### config.mk
export PLATFORM = sky130hd
export DESIGN_NAME = ssr_top
export DESIGN_NICKNAME = d
export VERILOG_FILES = /design/src/core/ssr_pkg.sv /design/src/core/ssr_top.sv
export VERILOG_INCLUDE_DIRS = /design/src /design/src/core
export SDC_FILE = /design/constraint.sdc
export NUM_CORES = 1
export LEC_CHECK = 0
export BUFFER_PORTS_ARGS = -buffer_cell sky130_fd_sc_hd__clkbuf_2
export CAP_MARGIN = 15
export CORE_MARGIN = 4
export CORE_UTILIZATION = 66
export CTS_CLUSTER_SIZE = 30
export DETAILED_ROUTE_END_ITERATION = 8
export PLACE_DENSITY = 0.85
export SKIP_CTS_REPAIR_TIMING = 1
export SYNTH_ARGS = -nofsm -noshare
export SYNTH_HDL_FRONTEND = slang
export SYNTH_SLANG_ARGS = --single-unit
### constraint.sdc
create_clock -name hclk -period 8.3 [get_ports hclk]
set_input_delay 0.83 -clock hclk [delete_from_list [all_inputs] [get_ports hclk]]
set_output_delay 0.83 -clock hclk [all_outputs]
set_load 0.005 [all_outputs]
### src/core/ssr_cfg.svh
`ifndef SSR_CFG_SVH
`define SSR_CFG_SVH

// ----------------------------------------------------------------
// Register byte offsets
// ----------------------------------------------------------------
`define SSR_OFF_CTRL0      12'h000
`define SSR_OFF_CTRL1      12'h004
`define SSR_OFF_DATA       12'h008
`define SSR_OFF_STAT       12'h00c
`define SSR_OFF_PRESC      12'h010
`define SSR_OFF_IMASK      12'h014
`define SSR_OFF_RIS        12'h018
`define SSR_OFF_GATE       12'h01c

// ----------------------------------------------------------------
// Reset values, limits and field positions
// ----------------------------------------------------------------
`define SSR_CTRL0_RST      16'h0007
`define SSR_PRESC_RST      8'h02
`define SSR_PRESC_MIN      8'h02
`define SSR_DSS_MIN        4'h3
`define SSR_IM_TXE_BIT     0
`define SSR_IM_RXNE_BIT    1
`define SSR_CMD_BITS       5'd8
`define SSR_RESP_START     5'd9
`define SSR_RESP_SHIFT     5'd10

`endif

### src/core/ssr_pkg.sv
package ssr_pkg;

   typedef enum logic [1:0] {SSR_FMT_SPI, SSR_FMT_SSF, SSR_FMT_MSG} ssr_fmt_t;

   typedef enum logic [1:0] {SSR_IDLE, SSR_RUN, SSR_GAP} ssr_state_t;

   typedef struct packed {
      logic [7:0] rate;
      logic [1:0] pad;
      ssr_fmt_t   fmt;
      logic [3:0] dss;
   } ssr_ctrl0_t;

   typedef struct packed {
      logic loopback;
      logic slave;
      logic enable;
   } ssr_ctrl1_t;

   typedef struct packed {
      logic [11:0] addr;
      logic        write;
   } ssr_req_t;

endpackage

### src/core/ssr_top.sv
// Contract
// - Port runs as clock/frame master or as slave to an external master.
// - Separate transmit and receive buffers, eight entries of sixteen bits.
// - Word length programmable from four to sixteen bits.
// - Loopback routes transmit data to receive path; data pins unused, clock and frame pins still driven in master role.
// - Three framings: four-wire, half-duplex command/response, pulsed frame.
// - System clock divided first by an even prescale of 2 to 254.
// - Then divided by one plus the serial rate field, 1 to 256.
// - Bit clock is system clock over prescale times rate plus one.
// - Each data write pushes one word unless the buffer is full, held until serialised.
// - Both roles serialise transmit words onto the output pin.
// - Slave shifts a word at every transfer started by the master.
// - Slave with empty buffer resends the word written eight writes ago.
// - Fewer than eight writes since clock gate enable: slave sends zero.
// - Transmit-empty can raise the interrupt when enabled.
// - Received words stay buffered until a data read pops them.
// - Serial input bits collect in a register, then load in parallel.
// - Words go out most significant bit first.
// - All interrupt sources are ORed into one request.
// - A source reaches the request only when its mask bit is one.
//
// The AHB-Lite slave port and the register addresses were decided locally.
`timescale 1ns/1ps
`include "ssr_cfg.svh"

module ssr_top #(
   parameter int WIDTH = 16,
   parameter int DEPTH = 8
) (
   input  wire logic        hclk,
   input  wire logic        hresetn,
   input  wire logic        hsel,
   input  wire logic [31:0] haddr,
   input  wire logic [1:0]  htrans,
   input  wire logic        hwrite,
   input  wire logic [2:0]  hsize,
   input  wire logic [31:0] hwdata,
   input  wire logic        hready,
   output logic             hreadyout,
   output logic             hresp,
   output logic [31:0]      hrdata,
   input  wire logic        serial_bit_clock_pin_in,
   output logic             serial_bit_clock_pin_out,
   output logic             serial_bit_clock_pin_oe_n,
   input  wire logic        frame_select_pin_in,
   output logic             frame_select_pin_out,
   output logic             frame_select_pin_oe_n,
   input  wire logic        serial_in_pin,
   output logic             serial_out_pin,
   output logic             serial_out_pin_oe_n,
   output logic             irq
);
   localparam int AW = $clog2(DEPTH);
   localparam int PW = AW + 1;
   localparam logic [PW-1:0] FULL = PW'(DEPTH);

   // ----------------------------------------------------------------
   // Shared helpers
   // ----------------------------------------------------------------
   function automatic logic [PW-1:0] f_level(input logic [PW-1:0] wp, input logic [PW-1:0] rp);
      f_level = wp - rp;
   endfunction

   function automatic logic [WIDTH-1:0] f_align(input logic [WIDTH-1:0] w, input logic [3:0] dss);
      f_align = w << (5'(WIDTH - 1) - {1'b0, dss});
   endfunction

   // ----------------------------------------------------------------
   // State
   // ----------------------------------------------------------------
   // Eight-deep buffers
   logic [WIDTH-1:0]     tx_mem [DEPTH];
   logic [WIDTH-1:0]     rx_mem [DEPTH];
   ssr_pkg::ssr_ctrl0_t  ctrl0, next_ctrl0;
   ssr_pkg::ssr_ctrl1_t  ctrl1, next_ctrl1;
   ssr_pkg::ssr_req_t    req, next_req;
   ssr_pkg::ssr_state_t  st, next_st;
   logic [7:0]           presc, next_presc;
   logic [1:0]           imask, next_imask;
   logic                 gate, next_gate;
   logic                 pend, next_pend;
   logic                 next_hready, next_irq;
   logic [31:0]          next_hrdata;
   logic [PW-1:0]        tx_wp, next_tx_wp, tx_rp, next_tx_rp, tx_wcnt, next_tx_wcnt;
   logic [PW-1:0]        rx_wp, next_rx_wp, rx_rp, next_rx_rp;
   logic [6:0]           pre_cnt, next_pre;
   logic [7:0]           rate_cnt, next_rate;
   logic [4:0]           pcnt, next_pcnt, bc, next_bc;
   logic                 half, next_half, sact, next_sact;
   logic [WIDTH-1:0]     tx_sh, next_tx_sh, rx_sh, next_rx_sh, rx_word;
   logic                 next_bclk, next_bclk_oe_n, next_frame, next_frame_oe_n;
   logic                 next_sout, next_sout_oe_n;
   logic                 clk_s1, clk_s2, clk_s3, fr_s1, fr_s2, fr_s3, din_s1, din_s2;
   logic                 tx_push, tx_pop, rx_push, rx_pop, half_tick;
   logic                 tx_empty, tx_full, rx_empty, rx_full, run, master_go, din;
   logic                 clk_rise, clk_fall, fr_rise, fr_fall, is_spi, is_ssf, is_msg;
   logic [WIDTH-1:0]     tx_head, slave_word;
   logic [1:0]           ris;
   logic [4:0]           last;

   assign tx_empty   = (tx_wp == tx_rp);
   assign tx_full    = (f_level(tx_wp, tx_rp) == FULL);
   assign rx_empty   = (rx_wp == rx_rp);
   assign rx_full    = (f_level(rx_wp, rx_rp) == FULL);
   assign tx_head    = tx_mem[tx_rp[AW-1:0]];
   // Slot at the write pointer still holds the write made DEPTH writes ago
   assign slave_word = tx_empty ? ((tx_wcnt == FULL) ? tx_mem[tx_wp[AW-1:0]] : '0) : tx_head;
   assign run        = gate & ctrl1.enable;
   assign master_go  = run & ~ctrl1.slave & ~tx_empty;
   assign is_spi     = (ctrl0.fmt == ssr_pkg::SSR_FMT_SPI);
   assign is_ssf     = (ctrl0.fmt == ssr_pkg::SSR_FMT_SSF);
   assign is_msg     = (ctrl0.fmt == ssr_pkg::SSR_FMT_MSG);
   assign clk_rise   = clk_s2 & ~clk_s3;
   assign clk_fall   = ~clk_s2 & clk_s3;
   assign fr_rise    = fr_s2 & ~fr_s3;
   assign fr_fall    = ~fr_s2 & fr_s3;
   assign ris        = {~rx_empty, tx_empty};
   assign din        = ctrl1.loopback ? tx_sh[WIDTH-1] : din_s2;
   assign last       = is_spi ? {1'b0, ctrl0.dss} :
                       is_ssf ? {1'b0, ctrl0.dss} + 5'd1 : `SSR_RESP_START + {1'b0, ctrl0.dss};

   // ----------------------------------------------------------------
   // Bus slave, registers and buffer pointers
   // ----------------------------------------------------------------
   always_comb begin
      next_req = req;
      next_pend = 1'b0;
      next_hready = 1'b1;
      next_hrdata = hrdata;
      next_ctrl0 = ctrl0;
      next_ctrl1 = ctrl1;
      next_presc = presc;
      next_imask = imask;
      next_gate = gate;
      next_tx_wp = tx_wp;
      next_tx_rp = tx_rp;
      next_tx_wcnt = tx_wcnt;
      next_rx_wp = rx_wp;
      next_rx_rp = rx_rp;
      tx_push = 1'b0;
      rx_pop = 1'b0;
      // One wait state lets every read see the writes before it
      if (hsel && hready && htrans[1]) begin
         next_req = '{addr: haddr[11:0], write: hwrite};
         next_pend = 1'b1;
         next_hready = 1'b0;
      end
      if (pend && req.write) begin
         case (req.addr)
            `SSR_OFF_CTRL0: begin
               next_ctrl0 = ssr_pkg::ssr_ctrl0_t'(hwdata[15:0]);
               next_ctrl0.pad = 2'b00;
               if (hwdata[3:0] < `SSR_DSS_MIN) next_ctrl0.dss = `SSR_DSS_MIN;
               if (hwdata[5:4] == 2'b11) next_ctrl0.fmt = ssr_pkg::SSR_FMT_SPI;
            end
            `SSR_OFF_CTRL1: next_ctrl1 = ssr_pkg::ssr_ctrl1_t'(hwdata[2:0]);
            `SSR_OFF_PRESC: begin
               next_presc = {hwdata[7:1], 1'b0};
               if (next_presc < `SSR_PRESC_MIN) next_presc = `SSR_PRESC_MIN;
            end
            `SSR_OFF_IMASK: next_imask = hwdata[1:0];
            `SSR_OFF_GATE: begin
               next_gate = hwdata[0];
               if (!gate && hwdata[0]) next_tx_wcnt = '0;
            end
            `SSR_OFF_DATA: tx_push = ~tx_full;
            default: ;
         endcase
      end
      if (pend && !req.write) begin
         case (req.addr)
            `SSR_OFF_CTRL0: next_hrdata = {16'h0000, ctrl0};
            `SSR_OFF_CTRL1: next_hrdata = {29'h0, ctrl1};
            `SSR_OFF_PRESC: next_hrdata = {24'h0, presc};
            `SSR_OFF_IMASK: next_hrdata = {30'h0, imask};
            `SSR_OFF_RIS:   next_hrdata = {30'h0, ris};
            `SSR_OFF_GATE:  next_hrdata = {31'h0, gate};
            `SSR_OFF_STAT:  next_hrdata = {27'h0, (st != ssr_pkg::SSR_IDLE) | sact,
                                           rx_full, ~rx_empty, ~tx_full, tx_empty};
            `SSR_OFF_DATA: begin
               next_hrdata = rx_empty ? 32'h0 : 32'(rx_mem[rx_rp[AW-1:0]]);
               rx_pop = ~rx_empty;
            end
            default: next_hrdata = 32'h0;
         endcase
      end
      if (tx_push) next_tx_wp = tx_wp + PW'(1);
      if (tx_push && tx_wcnt != FULL) next_tx_wcnt = next_tx_wcnt + PW'(1);
      if (tx_pop) next_tx_rp = tx_rp + PW'(1);
      // Overrun: a word arriving at a full buffer is dropped
      if (rx_push && !rx_full) next_rx_wp = rx_wp + PW'(1);
      if (rx_pop) next_rx_rp = rx_rp + PW'(1);
      next_irq = |(ris & imask);
   end

   always_ff @(posedge hclk or negedge hresetn) begin
      if (!hresetn) begin
         req <= '0;
         pend <= 1'b0;
         hreadyout <= 1'b1;
         hresp <= 1'b0;
         hrdata <= 32'h0;
         ctrl0 <= ssr_pkg::ssr_ctrl0_t'(`SSR_CTRL0_RST);
         ctrl1 <= '0;
         presc <= `SSR_PRESC_RST;
         imask <= 2'b00;
         gate <= 1'b0;
         tx_wp <= '0;
         tx_rp <= '0;
         tx_wcnt <= '0;
         rx_wp <= '0;
         rx_rp <= '0;
         irq <= 1'b0;
      end else begin
         req <= next_req;
         pend <= next_pend;
         hreadyout <= next_hready;
         hresp <= 1'b0;
         hrdata <= next_hrdata;
         ctrl0 <= next_ctrl0;
         ctrl1 <= next_ctrl1;
         presc <= next_presc;
         imask <= next_imask;
         gate <= next_gate;
         tx_wp <= next_tx_wp;
         tx_rp <= next_tx_rp;
         tx_wcnt <= next_tx_wcnt;
         rx_wp <= next_rx_wp;
         rx_rp <= next_rx_rp;
         irq <= next_irq;
      end
   end

   // Storage has no reset; the pointers and tx_wcnt decide what is valid
   always_ff @(posedge hclk) begin
      if (tx_push) tx_mem[tx_wp[AW-1:0]] <= hwdata[WIDTH-1:0];
      if (rx_push && !rx_full) rx_mem[rx_wp[AW-1:0]] <= rx_word;
   end

   // ----------------------------------------------------------------
   // Serial engine
   // ----------------------------------------------------------------
   always_comb begin
      next_st = st;
      next_pre = '0;
      next_rate = '0;
      next_pcnt = pcnt;
      next_half = half;
      next_bc = bc;
      next_sact = sact;
      next_tx_sh = tx_sh;
      next_rx_sh = rx_sh;
      next_bclk = serial_bit_clock_pin_out;
      next_frame = frame_select_pin_out;
      half_tick = 1'b0;
      tx_pop = 1'b0;
      rx_push = 1'b0;
      if (st != ssr_pkg::SSR_IDLE) begin
         next_pre = pre_cnt + 7'd1;
         next_rate = rate_cnt;
         if (pre_cnt == presc[7:1] - 7'd1) begin
            next_pre = '0;
            next_rate = rate_cnt + 8'd1;
            if (rate_cnt == ctrl0.rate) begin
               next_rate = '0;
               half_tick = 1'b1;
            end
         end
      end
      unique case (st)
         ssr_pkg::SSR_IDLE: begin
            if (master_go) begin
               next_st = ssr_pkg::SSR_RUN;
               tx_pop = 1'b1;
               next_tx_sh = is_msg ? {tx_head[7:0], {(WIDTH-8){1'b0}}} : f_align(tx_head, ctrl0.dss);
               next_rx_sh = '0;
               next_pcnt = '0;
               next_half = 1'b0;
               next_frame = 1'b0;
            end
         end
         ssr_pkg::SSR_RUN: begin
            if (half_tick && !half) begin
               next_bclk = 1'b1;
               next_half = 1'b1;
               if (is_ssf && pcnt == 5'd0) next_frame = 1'b1;
               if (is_ssf && pcnt == 5'd1) next_frame = 1'b0;
               if (is_ssf && pcnt >= 5'd2) next_tx_sh = tx_sh << 1;
               if (is_spi || (is_msg && pcnt >= `SSR_RESP_START)) next_rx_sh = {rx_sh[WIDTH-2:0], din};
            end else if (half_tick) begin
               next_bclk = 1'b0;
               next_half = 1'b0;
               if (!is_ssf) next_tx_sh = tx_sh << 1;
               if (is_ssf && pcnt != 5'd0) next_rx_sh = {rx_sh[WIDTH-2:0], din};
               next_pcnt = pcnt + 5'd1;
               if (pcnt == last) begin
                  next_st = ssr_pkg::SSR_GAP;
                  rx_push = 1'b1;
                  next_frame = ~is_ssf;
               end
            end
         end
         ssr_pkg::SSR_GAP: begin
            // Full idle period keeps back-to-back words framed apart
            if (half_tick) begin
               next_half = ~half;
               if (half) next_st = ssr_pkg::SSR_IDLE;
            end
         end
      endcase
      if (run && ctrl1.slave) begin
         if ((is_ssf && fr_rise) || (!is_ssf && fr_fall)) begin
            next_sact = 1'b1;
            next_bc = '0;
            next_rx_sh = '0;
            next_tx_sh = f_align(slave_word, ctrl0.dss);
            tx_pop = ~tx_empty;
         end else if (sact && !is_ssf && fr_s2) begin
            next_sact = 1'b0;
         end else if (sact && is_spi) begin
            if (clk_rise) begin
               next_rx_sh = {rx_sh[WIDTH-2:0], din};
               next_bc = bc + 5'd1;
               rx_push = (bc == {1'b0, ctrl0.dss});
               next_sact = ~rx_push;
            end
            if (clk_fall) next_tx_sh = tx_sh << 1;
         end else if (sact && is_ssf) begin
            if (clk_rise && bc >= 5'd2) next_tx_sh = tx_sh << 1;
            if (clk_fall) begin
               if (bc != 5'd0) next_rx_sh = {rx_sh[WIDTH-2:0], din};
               next_bc = bc + 5'd1;
               rx_push = (bc == {1'b0, ctrl0.dss} + 5'd1);
               next_sact = ~rx_push;
            end
         end else if (sact && is_msg) begin
            if (clk_rise) begin
               if (bc < `SSR_CMD_BITS) next_rx_sh = {rx_sh[WIDTH-2:0], din};
               rx_push = (bc == `SSR_CMD_BITS - 5'd1);
               if (bc != 5'd31) next_bc = bc + 5'd1;
            end
            if (clk_fall && bc >= `SSR_RESP_SHIFT) next_tx_sh = tx_sh << 1;
         end
      end
      if (!run) begin
         next_st = ssr_pkg::SSR_IDLE;
         next_sact = 1'b0;
         next_bclk = 1'b0;
         next_frame = ~is_ssf;
      end
      rx_word = next_rx_sh;
      next_bclk_oe_n = ctrl1.slave;
      next_frame_oe_n = ctrl1.slave;
      if (ctrl1.slave) begin
         next_sout_oe_n = ~(next_sact && (!is_msg || next_bc >= `SSR_RESP_START));
      end else begin
         next_sout_oe_n = is_ssf && (next_st != ssr_pkg::SSR_RUN);
      end
      if (ctrl1.loopback) next_sout_oe_n = 1'b1;
      next_sout = ~next_sout_oe_n & next_tx_sh[WIDTH-1];
   end

   always_ff @(posedge hclk or negedge hresetn) begin
      if (!hresetn) begin
         st <= ssr_pkg::SSR_IDLE;
         pre_cnt <= '0;
         rate_cnt <= '0;
         pcnt <= '0;
         half <= 1'b0;
         bc <= '0;
         sact <= 1'b0;
         tx_sh <= '0;
         rx_sh <= '0;
         serial_bit_clock_pin_out <= 1'b0;
         serial_bit_clock_pin_oe_n <= 1'b0;
         frame_select_pin_out <= 1'b1;
         frame_select_pin_oe_n <= 1'b0;
         serial_out_pin <= 1'b0;
         serial_out_pin_oe_n <= 1'b0;
         // Clock stages start at the idle low level so no false edge follows reset
         {clk_s1, clk_s2, clk_s3, fr_s1, fr_s2, fr_s3, din_s1, din_s2} <= 8'h1f;
      end else begin
         st <= next_st;
         pre_cnt <= next_pre;
         rate_cnt <= next_rate;
         pcnt <= next_pcnt;
         half <= next_half;
         bc <= next_bc;
         sact <= next_sact;
         tx_sh <= next_tx_sh;
         rx_sh <= next_rx_sh;
         serial_bit_clock_pin_out <= next_bclk;
         serial_bit_clock_pin_oe_n <= next_bclk_oe_n;
         frame_select_pin_out <= next_frame;
         frame_select_pin_oe_n <= next_frame_oe_n;
         serial_out_pin <= next_sout;
         serial_out_pin_oe_n <= next_sout_oe_n;
         // Slave needs the 12x clock margin for these stages
         // Master capture lags two cycles, so it needs a half period of three or more
         {clk_s1, clk_s2, clk_s3} <= {serial_bit_clock_pin_in, clk_s1, clk_s2};
         {fr_s1, fr_s2, fr_s3} <= {frame_select_pin_in, fr_s1, fr_s2};
         {din_s1, din_s2} <= {serial_in_pin, din_s1};
      end
   end

   // ----------------------------------------------------------------
   // Checks
   // ----------------------------------------------------------------
   logic [15:0] hc;
   always_ff @(posedge hclk or negedge hresetn) begin
      if (!hresetn) hc <= '0;
      else if (st == ssr_pkg::SSR_IDLE || half_tick) hc <= '0;
      else hc <= hc + 16'd1;
   end

   half_period_a: assert property (@(posedge hclk) disable iff (!hresetn)
      (half_tick && $stable(presc) && $stable(ctrl0.rate)) |->
      hc == 16'(presc[7:1]) * (16'(ctrl0.rate) + 16'd1) - 16'd1)
      else $error("Bit clock half period wrong");
   clk_toggle_a: assert property (@(posedge hclk) disable iff (!hresetn)
      (st == ssr_pkg::SSR_RUN && run && half_tick) |=> $changed(serial_bit_clock_pin_out))
      else $error("Bit clock missed a toggle");
   presc_even_a: assert property (@(posedge hclk) disable iff (!hresetn)
      !presc[0] && presc >= `SSR_PRESC_MIN)
      else $error("Prescale odd or below minimum");
   tx_depth_a: assert property (@(posedge hclk) disable iff (!hresetn)
      f_level(tx_wp, tx_rp) <= FULL && f_level(rx_wp, rx_rp) <= FULL)
      else $error("Buffer level beyond depth");
   master_hold_a: assert property (@(posedge hclk) disable iff (!hresetn)
      (st == ssr_pkg::SSR_IDLE && !master_go) |=> st == ssr_pkg::SSR_IDLE)
      else $error("Master started without data");
   msb_first_a: assert property (@(posedge hclk) disable iff (!hresetn)
      (st == ssr_pkg::SSR_IDLE && master_go && !is_msg) |=>
      tx_sh[WIDTH-1] == $past(tx_head[ctrl0.dss]))
      else $error("First bit is not the msb");
   replay_zero_a: assert property (@(posedge hclk) disable iff (!hresetn)
      (run && ctrl1.slave && is_spi && fr_fall && tx_empty && tx_wcnt != FULL) |=> tx_sh == '0)
      else $error("Slave sent nonzero without history");
   push_count_a: assert property (@(posedge hclk) disable iff (!hresetn)
      (tx_push && !tx_pop) |=> f_level(tx_wp, tx_rp) == $past(f_level(tx_wp, tx_rp)) + PW'(1))
      else $error("Data write did not queue a word");
   rx_hold_a: assert property (@(posedge hclk) disable iff (!hresetn)
      !rx_pop |=> f_level(rx_wp, rx_rp) >= $past(f_level(rx_wp, rx_rp)))
      else $error("Receive word lost without a read");
   irq_mask_a: assert property (@(posedge hclk) disable iff (!hresetn)
      ##1 irq == $past(|(ris & imask)))
      else $error("Interrupt does not follow masked sources");
   loop_quiet_a: assert property (@(posedge hclk) disable iff (!hresetn)
      ctrl1.loopback |=> serial_out_pin_oe_n)
      else $error("Data pin driven in loopback");

endmodule

==> impl_metrics.ini <==
[sta]
rsz0062_at_grt = no
fmaxAchievable_ghz = 0.202
timing.hold.ws_ns = 0.336
fin_crit_sh_pct = 59.6
fin_setup_tns_ns = 0
slew_headroom_pct = 26.7
slew_viol_final = 0
setup_viol = 0
worst_slack_ns = 3.35
tightest_slew_ns = 1.09
finalCriticalPeriod_ns = 4.95
hold_viol_final = 0
skew_ns = 0.0295

[clocking]
cts_made_buffers = 42
cts_buffer_depth = 3
htreeDepth = 2
cts-root-buf = clkbuf_16
cts_tree = built
clkSinkCount = 409
clock_latency_ns = 0.58
clkTransAtPathRegs_ns = 0.06

[grt]
grt_pass1_wl_mm = 92.1
grt_max_degree = 88
grt_pass1_vias = 15700
grt-ovfl-total = 0
grt_util_all_layers_pct = 33.8
antenna_found_initial = 2

[finish]
nets = 1784
fillers = 1930
multi_input_area_um2 = 8880
area_growth_pct = 9.92
drive_above_1_share_pct = 21.3
antennaDiodeCount = 0
ff_latch_area_um2 = 11500

[power]
power_leakage_nw = 8.22
ir_worst_vdd_uv = 203
power_density_nw_per_um2 = 183

[route]
num_vias = 15700
ant_nets = 0
viasPerCell = 7.41
wirelength_mm = 59.5
routedWlPerCell_um = 28.1
first_pass_iters = 6
drc = 0
detail_route.iter0.violations = 2395

[floorplanning]
core_um2 = 31500
io_pins = 118
placement_rows = 65
initial_core_util_pct = 66.7
dieHeight_um = 186
die_w_um = 186
die-area_um2 = 34700

[synthesis]
synth_enable_flop_cells = 256
synthArstFlopShare_pct = 37.4
ys_seq_area_share_pct = 54.9
synth.avg_cell_area_um2 = 12.8
synth_flop_cell = edfxtp_1
netlist_area_um2 = 21000
ys_types = 84
synth_cells = 1637
ys_ff_latch = 409
ys.warnings.count = 0

[placed_design]
port_buffers = 60
dpl.hpwl_mm = 37.4
gp_congestion = 0.987
dpl_worst_slack_ns = 3.64

[hold_path]
holdCritPathClass = primary input to asynchronous set/reset pin

[job]
max-cap-violations = 0

[worst_setup_path]
worst_ep_required_time_ns = 8.56
worstPathArrival_ns = 5.21
cp_max_fo = 17
cp-end-kind = flip-flop
criticalPathCategory = flip-flop to flip-flop
critPathLaunchType = flip-flop
crit_path_max_incr_delay_ns = 0.78
critPathTopFamily = simple AND/OR/NAND/NOR gates
rrSetupSlack_ns = 3.35
slowest_stage = nor3b_2
crit_buf_inv = 1
cp_cell_sequence = xor2_1, nor4_1, nand4_1, or3_1, nor3_2, o221ai_2, nand2b_1, nor3b_2, buf_4

[status]
status = finished, final reports clean
state kept, by name, indices dropped and copies added, names as in the netlist, 5 cells and up:
| signal | cells |
|---|---|
| bc | 5 |
| ctrl0 | 14 |
| hrdata | 16 |
| pcnt | 5 |
| pre_cnt | 7 |
| presc | 7 |
| rate_cnt | 8 |
| req | 13 |
| rx_mem | 128 |
| rx_sh | 16 |
| tx_mem | 128 |
| tx_sh | 16 |
synthesized netlist by cell type, types with 7 or more instances:
library cell | number | area share, %
a211oi_1 | 19 | 0.68
a21oi_1 | 39 | 0.93
a221oi_1 | 12 | 0.50
a22o_1 | 10 | 0.42
a22oi_1 | 44 | 1.6
a31oi_1 | 18 | 0.54
and3_1 | 12 | 0.36
buf_1 | 14 | 0.25
buf_2 | 14 | 0.33
buf_4 | 21 | 0.75
clkbuf_1 | 66 | 1.2
dfrtp_1 | 142 | 17
dfstp_2 | 11 | 1.4
edfxtp_1 | 256 | 37
ha_1 | 27 | 1.6
inv_1 | 36 | 0.64
mux2_2 | 54 | 2.9
mux2i_1 | 58 | 2.8
mux4_2 | 97 | 10
nand2_1 | 145 | 2.6
nand2b_1 | 14 | 0.42
nand3_1 | 42 | 1.0
nand3b_1 | 8 | 0.29
nand4_1 | 14 | 0.42
nor2_1 | 97 | 1.7
nor2b_1 | 14 | 0.42
nor3_1 | 32 | 0.76
nor3b_1 | 8 | 0.29
nor4_1 | 8 | 0.24
o211ai_1 | 8 | 0.29
o21ai_0 | 78 | 1.9
o221ai_1 | 11 | 0.46
o22ai_1 | 22 | 0.66
o31ai_1 | 7 | 0.25
or3_1 | 9 | 0.27
xnor2_1 | 33 | 1.4
xor2_1 | 23 | 0.96
per-layer routing:
layer,track usage [%],vias up,part of all wire [%]
li1,-,6396,-
met1,45.6,7734,36
met2,54.2,1304,48
met3,7.01,248,11
met4,14.5,4,4.6
met5,0,-,0.054
final timing paths:
path | from | end | cells past startpoint
worst min register to register | clk_s1 | clk_s2 | 0
min in group hclk | serial_in_pin | din_s1 | 1
worst max register to register | ctrl0[15] | rx_mem[4][3] | 9
worst max-delay path | ctrl0[15] | rx_mem[4][3] | 9
worst min-delay path | hresetn | tx_sh[10] | 1
max in group asynchronous | hresetn | rx_rp[0] | 2
metrics by stage:
stage / power [mW] / area (µm²) / std cells / util [%]
global placement: 2.36 / 21700 / 2038 / 68.9
floorplan: 2.30 / 21000 / 1653 / -
global route: 4.34 / 23100 / 2116 / 73.3
detailed placement: 2.36 / 21700 / 2038 / 68.9
finish: 4.23 / 23100 / 2116 / 73.3
CTS: 4.23 / 23100 / 2116 / 73.3
where the power goes:
group / total, mW / switching (mW) / leakage [nW] / internal [mW]
clock network: 1.91 / 0.825 / 0.664 / 1.08
logic: 0.131 / 0.0874 / 3.50 / 0.0431
registers: 2.20 / 0.0207 / 4.05 / 2.17
kinds of logic (layout without fill, tap and decap cells):
| kind of cell | Yosys count | count (layout) | share of synthesized area [%] |
|---|---|---|---|
| flops | 409 | 409 | 54.9 |
| mux | 211 | 211 | 16.3 |
| simple gates | 432 | 432 | 9.93 |
| other cells | 1 | 17 | 0.0179 |
| buf+inv | 156 | 217 | 3.32 |
| fa+ha+maj | 27 | 27 | 1.61 |
| xor+xnor | 56 | 56 | 2.34 |
| compound gates | 345 | 345 | 11.5 |
cells in the final DEF (no fill, tap or decap), types with 9 or more instances in the layout:
master	count
nand2_1	145
dfstp_2	11
xnor2_1	33
edfxtp_1	256
or3_1	9
clkbuf_16	44
a221oi_1	12
o221ai_1	11
o21ai_0	78
a22oi_1	44
mux2_2	54
nand2b_1	14
nor3_1	26
clkbuf_2	59
xor2_1	23
clkbuf_1	10
a22o_1	10
mux4_2	97
nand4_1	14
mux2i_1	58
and3_1	12
a21oi_1	39
nor2_1	97
nand3_1	42
nor2b_1	14
dfrtp_1	139
a31oi_1	18
ha_1	27
conb_1	17
a211oi_1	19
inv_1	36
buf_4	40
o22ai_1	22
final cells by class:
| cell class | count | share of cell area [%] |
|---|---|---|
| Clock buffer | 54 | 4.94 |
| Inverter | 39 | 0.635 |
| Clock inverter | 24 | 1.10 |
| Multi-Input combinational cell | 1088 | 38.5 |
| Tap cell | 402 | 2.18 |
| Sequential cell | 409 | 50.0 |
| Timing Repair Buffer | 100 | 2.63 |
worst reg2reg max path, cell delays in order (launching register included):
cell and delay [ns]:
dfrtp_1 0.46, xor2_1 0.20, nor4_1 0.77, nand4_1 0.38, or3_1 0.74, nor3_2 0.36
o221ai_2 0.25, nand2b_1 0.34, nor3b_2 0.78, buf_4 0.35
No activity file was read; power rests on OpenSTA's default activity.
